### src/cmp_defs.vh
// constants for the comparator control block
// assumes a classic wishbone slave with 32-bit data, word addressed by byte
// Behaviour
// [RQ1] software enables bandgap buffer before selecting bandgap
// [RQ2] no bandgap select in low power run/wait
// [RQ3] route comparator output to timer capture zero
// [RQ4] routing disconnects timer channel zero pin
// [RQ5] clock gate set by reset, clear stops
// [RQ6] software keeps clock gate set while used
// [RQ7] wait mode operates, interrupt wakes processor
// [RQ8] stop3 keeps comparing and driving output pin
// [RQ9] stop3 event sets flag, wakes if enabled
// [RQ10] reset exit from stop resets all bits
// [RQ11] stop2 powers down, wakes in reset
// [RQ12] background debug mode keeps operating
// [RQ13] no output drive on enabled debug pin
// [RQ14] disabled comparator frees pins for digital use
// [RQ15] bandgap select zero picks positive pin
// [RQ16] software picks rising, falling or both edges
// [RQ17] mode 00/10 fall, 01 rise, 11 both
// [RQ18] flag set by event, write one clears
// [RQ19] interrupt equals enable and flag
// [RQ20] output status live, zero when disabled
// [RQ21] two flip-flop sync before edge detect
`ifndef CMP_DEFS_VH
`define CMP_DEFS_VH
// ----------------------------------------
// register byte addresses
// ----------------------------------------
`define ADDR_STATUS_CONTROL 8'h00
`define ADDR_SYSTEM_OPTIONS 8'h04
`define ADDR_CLOCK_GATING   8'h08
// ----------------------------------------
// status and control fields
// ----------------------------------------
`define BIT_MODULE_ENABLE  7
`define BIT_BANDGAP_SELECT 6
`define BIT_EVENT_FLAG     5
`define BIT_INT_ENABLE     4
`define BIT_OUTPUT_STATUS  3
`define BIT_OUT_PIN_ENABLE 2
`define MODE_FALL_A        2'h0
`define MODE_RISE          2'h1
`define MODE_FALL_B        2'h2
`define MODE_BOTH          2'h3
// ----------------------------------------
// other fields and reset values
// ----------------------------------------
`define BIT_CAPTURE_ROUTE  0
`define BIT_CLOCK_GATE     0
`define RESET_CONTROL      8'h00
`define RESET_CLOCK_GATE   1'b1
`endif

### src/analog_comparator_ctrl.v
// control and status logic around the analog comparator
// assumes raw comparator output is asynchronous; wishbone classic slave
`timescale 1ns/1ps
`default_nettype none
`include "cmp_defs.vh"
module analog_comparator_ctrl (
  input  wire        clk,
  input  wire        rst,
  input  wire        ce,
  input  wire        stop2_active,
  // wishbone classic slave
  input  wire        wb_cyc_i,
  input  wire        wb_stb_i,
  input  wire        wb_we_i,
  input  wire [7:0]  wb_adr_i,
  input  wire [3:0]  wb_sel_i,
  input  wire [31:0] wb_dat_i,
  output reg  [31:0] wb_dat_o,
  output reg         wb_ack_o,
  // analog side
  input  wire        comparator_raw,
  output wire        bandgap_select,
  output wire        analog_enable,
  output wire        pins_digital_free,
  // routing and pins
  input  wire        background_debug_enable,
  output wire        capture_channel_zero,
  output wire        timer_two_channel_zero_pin_block,
  output wire        comparator_output_pin_o,
  output wire        comparator_output_pin_oe,
  output wire        bus_clock_gate,
  output wire        compare_irq
);
  // ----------------------------------------
  // registers
  // ----------------------------------------
  reg        module_enable_q;
  reg        bandgap_select_q;
  reg        compare_event_flag_q;
  reg        compare_interrupt_enable_q;
  reg        output_pin_enable_q;
  reg  [1:0] flag_edge_mode_q;
  reg        capture_route_q;
  reg        clock_gate_q;
  reg        out_q;
  wire       sync_out;
  wire       event_pulse;
  wire       local_rst;
  wire       run_ce;
  wire       wr;
  wire       rd_hit;
  wire [7:0] ctrl_rd;

  // [RQ11] stop2 power-down acts as a reset
  assign local_rst = rst | stop2_active;
  // [RQ12] no halt input: debug halt never freezes logic
  assign run_ce = ce & clock_gate_q;

  // ----------------------------------------
  // comparator output path
  // ----------------------------------------
  // [RQ21] two-stage sync
  sync_two u_sync (
    .clk (clk),
    .rst (local_rst),
    .ce  (run_ce),
    .d   (comparator_raw & module_enable_q),
    .q   (sync_out)
  );

  // [RQ16] edge selection
  edge_sel u_edge (
    .clk         (clk),
    .rst         (local_rst),
    .ce          (run_ce),
    .arm         (module_enable_q),
    .lvl         (sync_out),
    .mode        (flag_edge_mode_q),
    .event_pulse (event_pulse)
  );

  // [RQ20] status register, zero while disabled
  always @(posedge clk or posedge local_rst) begin
    if (local_rst) begin
      out_q <= 1'b0;
    end else if (run_ce) begin
      out_q <= module_enable_q & sync_out;
    end
  end

  // ----------------------------------------
  // bus decode
  // ----------------------------------------
  // ack follows ce, not the gated clock, so a gated block still acks every access
  assign wr     = wb_cyc_i & wb_stb_i & wb_we_i & ~wb_ack_o & wb_sel_i[0];
  assign rd_hit = wb_cyc_i & wb_stb_i & ~wb_ack_o;
  assign ctrl_rd = {module_enable_q, bandgap_select_q,
                    compare_event_flag_q, compare_interrupt_enable_q,
                    out_q, output_pin_enable_q, flag_edge_mode_q};

  always @(posedge clk or posedge local_rst) begin
    if (local_rst) begin
      wb_ack_o <= 1'b0;
      wb_dat_o <= 32'h0000_0000;
    end else if (ce) begin
      wb_ack_o <= rd_hit;
      if (rd_hit) begin
        case (wb_adr_i)
          `ADDR_STATUS_CONTROL: wb_dat_o <= {24'h00_0000, ctrl_rd};
          `ADDR_SYSTEM_OPTIONS: wb_dat_o <= {31'h0000_0000, capture_route_q};
          `ADDR_CLOCK_GATING:   wb_dat_o <= {31'h0000_0000, clock_gate_q};
          default:              wb_dat_o <= 32'h0000_0000;
        endcase
      end
    end
  end

  // ----------------------------------------
  // control state
  // ----------------------------------------
  // [RQ10] every bit returns to reset on any reset
  always @(posedge clk or posedge local_rst) begin
    if (local_rst) begin
      module_enable_q            <= 1'b0;
      bandgap_select_q           <= 1'b0;
      compare_interrupt_enable_q <= 1'b0;
      output_pin_enable_q        <= 1'b0;
      flag_edge_mode_q           <= 2'h0;
      capture_route_q            <= 1'b0;
    end else if (ce) begin
      if (wr && wb_adr_i == `ADDR_STATUS_CONTROL && clock_gate_q) begin
        module_enable_q            <= wb_dat_i[`BIT_MODULE_ENABLE];
        bandgap_select_q           <= wb_dat_i[`BIT_BANDGAP_SELECT];
        compare_interrupt_enable_q <= wb_dat_i[`BIT_INT_ENABLE];
        output_pin_enable_q        <= wb_dat_i[`BIT_OUT_PIN_ENABLE];
        flag_edge_mode_q           <= wb_dat_i[1:0];
      end
      if (wr && wb_adr_i == `ADDR_SYSTEM_OPTIONS) begin
        capture_route_q <= wb_dat_i[`BIT_CAPTURE_ROUTE];
      end
    end
  end

  // [RQ5] gate set by reset, software clears to stop clock
  always @(posedge clk or posedge local_rst) begin
    if (local_rst) begin
      clock_gate_q <= `RESET_CLOCK_GATE;
    end else if (ce && wr && wb_adr_i == `ADDR_CLOCK_GATING) begin
      clock_gate_q <= wb_dat_i[`BIT_CLOCK_GATE];
    end
  end

  // [RQ18] set wins over write-one clear
  always @(posedge clk or posedge local_rst) begin
    if (local_rst) begin
      compare_event_flag_q <= 1'b0;
    end else if (run_ce) begin
      // [RQ9] events keep setting the flag in stop3 and wait
      if (event_pulse) begin
        compare_event_flag_q <= 1'b1;
      end else if (wr && wb_adr_i == `ADDR_STATUS_CONTROL &&
                   wb_dat_i[`BIT_EVENT_FLAG]) begin
        compare_event_flag_q <= 1'b0;
      end
    end
  end

  // ----------------------------------------
  // outputs
  // ----------------------------------------
  // [RQ19] interrupt, also wake source in wait and stop3
  // [RQ7] wake in wait via irq
  assign compare_irq = compare_interrupt_enable_q & compare_event_flag_q;
  // [RQ15] bandgap select zero picks positive pin
  assign bandgap_select = bandgap_select_q;
  assign analog_enable  = module_enable_q;
  // [RQ14] pins free while disabled
  assign pins_digital_free = ~module_enable_q;
  // [RQ3] capture routing
  assign capture_channel_zero = capture_route_q & out_q;
  // [RQ4] pin detached while routed
  assign timer_two_channel_zero_pin_block = capture_route_q;
  // [RQ8] output pin drive, also in stop3
  // [RQ13] debug pin function takes precedence
  assign comparator_output_pin_oe = output_pin_enable_q & module_enable_q &
                                    ~background_debug_enable;
  assign comparator_output_pin_o  = out_q;
  assign bus_clock_gate = clock_gate_q;
endmodule // analog_comparator_ctrl
`default_nettype wire

### src/edge_sel.v
// selected-edge event detector on a synchronised level
// assumes lvl already synchronous to clk
`timescale 1ns/1ps
`default_nettype none
`include "cmp_defs.vh"
module edge_sel (
  input  wire       clk,
  input  wire       rst,
  input  wire       ce,
  input  wire       arm,
  input  wire       lvl,
  input  wire [1:0] mode,
  output wire       event_pulse
);
  reg prev_q;
  reg hit;
  always @(posedge clk or posedge rst) begin
    if (rst) begin
      prev_q <= 1'b0;
    end else if (ce) begin
      prev_q <= lvl;
    end
  end
  // [RQ17] mode decode
  always @* begin
    case (mode)
      `MODE_RISE: hit = lvl & ~prev_q;
      `MODE_BOTH: hit = lvl ^ prev_q;
      default:    hit = ~lvl & prev_q;
    endcase
  end
  assign event_pulse = arm & hit;
endmodule // edge_sel
`default_nettype wire

### src/sync_two.v
// two flip-flop level synchroniser
// assumes input is asynchronous to clk
`timescale 1ns/1ps
`default_nettype none
module sync_two (
  input  wire clk,
  input  wire rst,
  input  wire ce,
  input  wire d,
  output wire q
);
  reg meta_q;
  reg sync_q;
  always @(posedge clk or posedge rst) begin
    if (rst) begin
      meta_q <= 1'b0;
      sync_q <= 1'b0;
    end else if (ce) begin
      meta_q <= d;
      sync_q <= meta_q;
    end
  end
  assign q = sync_q;
endmodule // sync_two
`default_nettype wire

### config.mk
export PLATFORM = sky130hd
export DESIGN_NAME = analog_comparator_ctrl
export DESIGN_NICKNAME = d
export VERILOG_FILES = /design/src/analog_comparator_ctrl.v /design/src/edge_sel.v /design/src/sync_two.v
export VERILOG_INCLUDE_DIRS = /design/src
export SDC_FILE = /design/constraint.sdc
export NUM_CORES = 1
export LEC_CHECK = 0
export BUFFER_PORTS_ARGS = -buffer_cell sky130_fd_sc_hd__buf_4
export CAP_MARGIN = 20
export CORE_MARGIN = 4
export CORE_UTILIZATION = 42
export CTS_CLUSTER_SIZE = 14
export DETAILED_ROUTE_END_ITERATION = 8
export HOLD_SLACK_MARGIN = 0.06
export PLACE_DENSITY = 0.94
export SYNTH_ARGS = -nofsm -noshare
export SYNTH_HDL_FRONTEND = slang
export SYNTH_SLANG_ARGS = --single-unit
### constraint.sdc
create_clock -name clk -period 3.5 [get_ports clk]
set_input_delay 0.525 -clock clk [delete_from_list [all_inputs] [get_ports clk]]
set_output_delay 0.525 -clock clk [all_outputs]
set_load 0.005 [all_outputs]
Word level (Yosys, flattened, before mapping)

Cells that the tools add are included.

Multiplexer cells: 4
Eq/ne operators: 4
Reduce and logical (&&, ||, !) cells: 12
Bitwise gates (word level): 22

Operators with widths:

| cell                                                                   | number |
|---|---|
| 8-bit one-hot mux with 3 select lines                                  | 1 |
| 1-bit AND                                                              | 15 |
| 8-bit by 3-bit equality test with 1-bit output (second input constant) | 1 |
| 8-bit by 4-bit equality test with 1-bit output (second input constant) | 1 |
| 8-bit logical NOT                                                      | 1 |
| 2-bit AND reduction                                                    | 4 |
| 1-bit logical AND                                                      | 6 |
| 1-bit NOT                                                              | 5 |
| 2-bit by 1-bit equality test with 1-bit output (second input constant) | 1 |
| 2-bit equality test (second input constant)                            | 1 |
| 1-bit 2-to-1 mux                                                       | 2 |
| 1-bit one-hot mux with 2 select lines                                  | 1 |
| 2-bit nonzero test                                                     | 1 |
| 1-bit bitwise OR                                                       | 1 |
| 1-bit bitwise XOR                                                      | 1 |

Output and inout port bits: 42
Word-level logic and storage cells: 56
Input bits: 53
Bits in registers: 46

Logic depth before layout (Yosys ltp)

Depth after elaboration: 8
Mapped depth: 5
Mapped depth without buffers: 5

Cells and area by module

From an unflattened synthesis, not the netlist that was laid out.

Cell total of the unflattened synthesis: 126
Area, all modules: 1,287.5 µm²

Modules (own cells, without submodules):

| module                 | times used | cells an instance | area each (µm²) | seq. area each (µm²) |
|---|---|---|---|---|
| analog_comparator_ctrl | 1          | 108               | 1,104.8         | 476.7 |
| edge_sel               | 1          | 13                | 106.4           | 25.0 |
| sync_two               | 1          | 5                 | 76.3            | 50.0 |

Worst setup path before layout

Ideal clock, no wire load.

Path type: input port to flip-flop
Start point: input port wb_adr_i[5]
End point: register module_enable_q, in the netlist analog_enable
Arrival: 1.888 ns
Path buffers: 0
Setup time: 0.125 ns
Data required time: 3.375 ns
Setup slack: 1.487 ns
Cell stages on the path: 3
Cell sequence: or4_1 > nor4_4 > mux2_2

Longest elaborated chain between the ends: 4

Ends and longest elaborated chain:

| element                       | RTL line                     | text |
|---|---|---|
| start: declaration            | analog_comparator_ctrl.v:15  | `input wire [7:0] wb_adr_i,` |
| 8-bit logical NOT             | -                            |  |
| 1-bit logical AND (no line)   | -                            |  |
| 1-bit logical AND             | analog_comparator_ctrl.v:131 | `` if (wr && wb_adr_i == `ADDR_STATUS_CONTROL && clock_gate_q) begin `` |
| 2-bit AND reduction (no line) | -                            |  |
| end signal: assignment        | analog_comparator_ctrl.v:132 | `` module_enable_q <= wb_dat_i[`BIT_MODULE_ENABLE]; `` |
| end: declaration              | analog_comparator_ctrl.v:37  | `reg module_enable_q;` |

No other way between the ends.
A chain may end at the register's enable or synchronous reset.

Final worst setup path

Start point: register wb_ack_o
End point: register module_enable_q, in the netlist analog_enable

Longest elaborated chain between the ends: 6

Ends and longest elaborated chain:

| element                       | RTL line                     | text |
|---|---|---|
| start: declaration            | analog_comparator_ctrl.v:19  | `output reg wb_ack_o,` |
| start signal: assignment      | analog_comparator_ctrl.v:106 | `wb_ack_o <= rd_hit;` |
| 1-bit NOT                     | analog_comparator_ctrl.v:95  | `assign wr = wb_cyc_i & wb_stb_i & wb_we_i & ~wb_ack_o & wb_sel_i[0];` |
| 1-bit AND (2 in a row)        | analog_comparator_ctrl.v:95  |  |
| 1-bit logical AND (no line)   | -                            |  |
| 1-bit logical AND             | analog_comparator_ctrl.v:131 |  |
| 2-bit AND reduction (no line) | -                            |  |

No other way between the ends.

==> summary.md <==
### Power and ir drop
* IR Drop Worst-Case VDD: 0.0002284 V
* power density normalized to cell area: 287.8 mW/mm2
* Leakage: 0.7773 nW

### Route
* router iterations before antenna repair: 4
* detailed-route DRC error count: 0
* post-DR vias/cell: 4.771
* First DRT Iteration DRCs: 23
* per-cell routed wire length: 12.57 um
* routed wire length: 2527 um
* post-route ant nets: 0
* vias after detailed routing: 959

### Global routing
* global route overflow: 0
* largest net degree at the start of global routing: 23
* first-pass GRT wire length: 3691 um
* All-Layer GR Usage: 13.19%
* number of global-route vias before repair: 838
* initial antenna violation count: 0

### Synth
* leading area contributor after synthesis: dfrtp_1
* leading cell types by total area after synthesis: dfrtp_1 (43%), buf_4 (15%), mux2_2 (8.2%), nand2_1 (6.7%), o21ai_0 (4.5%)
* Synth cell types: 29
* Yosys reg bits: 22
* number of enable flip-flop cells after synthesis: 0
* total number of yosys warnings: 0
* proportion of synthesized chip area in sequential cells: 44.91%
* gate count after technology mapping: 125
* most frequent cells after synthesis: buf_4 (24), nand2_1 (22), dfrtp_1 (21)
* Synth async-reset ratio: 100.0%
* most instantiated flip-flop cell in the synthesis netlist: dfrtp_1
* most numerous cell in the Yosys netlist: buf_4
* netlist area before placement: 0.001229 mm2
* area share of the largest cell type after synthesis: 42.77%
* average instance area after synthesis: 9.829 um2

### Clocking
* TritonCTS clock tree: yes
* Post-CTS Repair Setup Buffers: 0
* CTS resizes: 0
* clock input transition at the sequential cells of the worst setup and hold paths: 0.12 ns
* Num CTS Buffers: 3
* clock buffer depth: 2
* root buffer cell: clkbuf_4
* hold-fix buffers at CTS: 0
* insertion delay of the later-clocked pin in the worst-skew pair: 0.30 ns
* number of clock sinks: 22
* H-tree level count: 1

### Job
* maxcap violations: 0

### Layout
* footprint of the multi-input gates: 566.8 um2
* fraction of layout cells with a size suffix above 1: 35.29%
* number of fillers in the final layout: 256
* # diodes: 0
* P&R area growth vs syn: 24.95%
* Post-Layout Inst Area: 0.001535 mm2
* nets: 226
* Sequential cell area: 551.8 um2

### Critical path
* logic depth of the worst register-to-register path: 3
* type of the worst setup path: register to register
* crit path max fanout: 11
* critical path launch point type: register
* endpoint class of the critical path: register
* capturing point of the worst reg2reg path: analog_enable
* worst-case register-to-register setup slack: 1.40 ns
* required time of the critical path: 3.70 ns
* Worst Path Arrival: 2.31 ns
* r2r startpoint: wb_ack_o

### Die
* effective utilization at floorplan: 44.17%
* die footprint: 0.003855 mm2
* floorplan die width: 62.09 um
* die extent in y: 62.09 um
* area of the core: 0.002781 mm2
* row count: 19
* I/O pin count: 95

### Timing
* ratio of final minimum period to clock period: 60.03%
* total of endpoints with negative setup slack in the final report: 0
* number of hold-slack violations in the final timing report: 0
* Slew Limit Fails: 0
* slew at the pin closest to its max-slew limit: 0.5331 ns
* Total Neg Setup Slack: 0 ns
* final critical path time including I/O delays and setup: 2.101 ns
* max frequency: 475.9 MHz
* normalized max-slew margin: 64.27%
* unrepaired setup endpoints after global routing: no
* setup clock skew after layout: 0.002941 ns

### Outcome
* status: complete, no violations

### Worst hold path
* class of the tightest hold or removal check: primary input to async pin

### Placement
* DP HPWL: 2030 um
* Post-DP Area: 0.001488 mm2
* number of buffers added on ports: 42
* placer congestion estimate: 0.7991

[sequential cells by signal (all words and copies together) (netlist names)]
signal	flops
comparator_output_pin_o	1
compare_interrupt_enable_q	1
bus_clock_gate	1
bandgap_select	1
u_sync.q	1
wb_ack_o	1
u_sync.meta_q	1
u_edge.prev_q	1
timer_two_channel_zero_pin_block	1
output_pin_enable_q	1
analog_enable	1
wb_dat_o	8
flag_edge_mode_q	2
compare_event_flag_q	1
[layer usage]
metal,vias to the layer above,wire length [um],global-route usage (%)
met5,-,0,0
met4,0,26,4.545
met1,444,985,15.78
li1,472,-,-
met2,39,1262,23.52
met3,4,252,2.479
[cell type report]
class	count	share of cell area, %
timing repair buffer	43	21.27
inverter	4	0.9780
sequential	22	35.94
multi-input combinational	97	36.92
clock buffer	4	2.363
tap	31	2.526
[layout by cell type, fill, tap and decap left out]
master,Yosys,layout
or4_1,2,2
and4b_1,3,3
nand3_1,3,3
dfrtp_1,21,21
inv_1,4,4
a31oi_1,1,1
o211ai_1,1,1
o21ai_0,11,11
buf_6,0,1
nand2b_1,1,1
mux2_2,9,9
clkbuf_4,0,3
nor2b_1,1,1
nand4_1,2,2
buf_4,24,42
nor2_2,0,1
conb_1,1,24
nand4b_1,1,1
and2_1,2,2
clkbuf_8,0,1
or2_2,1,1
dfstp_2,1,1
o41ai_1,1,1
nand3b_1,1,1
o31ai_1,1,1
ha_1,2,2
nor4_1,1,1
nor4_4,1,1
nor2_1,4,3
o21a_1,1,1
mux2i_1,1,1
nand2_1,22,22
[worst max path at each step]
stage          cells after the start                    endpoint         from
2_1_floorplan                      3               analog_enable  wb_adr_i[5]
3_3_place_gp                       4  compare_interrupt_enable_q  wb_adr_i[5]
3_5_place_dp                       4               analog_enable  wb_adr_i[5]
4_1_cts                            3               analog_enable     wb_ack_o
5_1_grt                            3         flag_edge_mode_q[1]     wb_ack_o
6_report                           3               analog_enable     wb_ack_o
[worst max-delay path, stage by stage (launching register included)]
cell and delay (ns):
dfrtp_1 0.42, nand4b_1 0.52, nor4_4 0.66, mux2_2 0.39
[metrics by stage]
stage,setup slack [ns],std cells,hold slack (ns),util (%),power (mW)
CTS,1.331,200,0.4068,54.79,0.4457
global placement,1.244,196,0.4592,53.49,0.3056
finish,1.399,201,0.2554,55.20,0.4418
floorplan,1.487,148,0.4460,-,0.2974
detailed placement,1.214,196,0.4738,53.49,0.3064
global route,1.258,201,0.2688,55.20,0.4654
[cells by family (layout without fill, tap and decap cells)]
logic type / after synthesis / count (layout) / synth area share (%)
buffers and inverters: 29 / 51 / 16.19
multiplexers: 10 / 10 / 9.063
AO/OA/AOI/OAI: 16 / 16 / 7.537
flip-flops: 22 / 22 / 44.91
other: 1 / 24 / 0.3052
AND/OR/NAND/NOR: 45 / 45 / 19.96
adder cells (fa/ha/maj): 2 / 2 / 2.036
[power by group]
group / switching, mW / internal, mW / leakage [nW]
combinational: 0.0241 / 0.0228 / 0.456
sequential: 0.000998 / 0.255 / 0.300
clock: 0.0752 / 0.0635 / 0.0210
total: 0.100 / 0.341 / 0.777
Note: power is estimated with default switching activity, not from simulation.
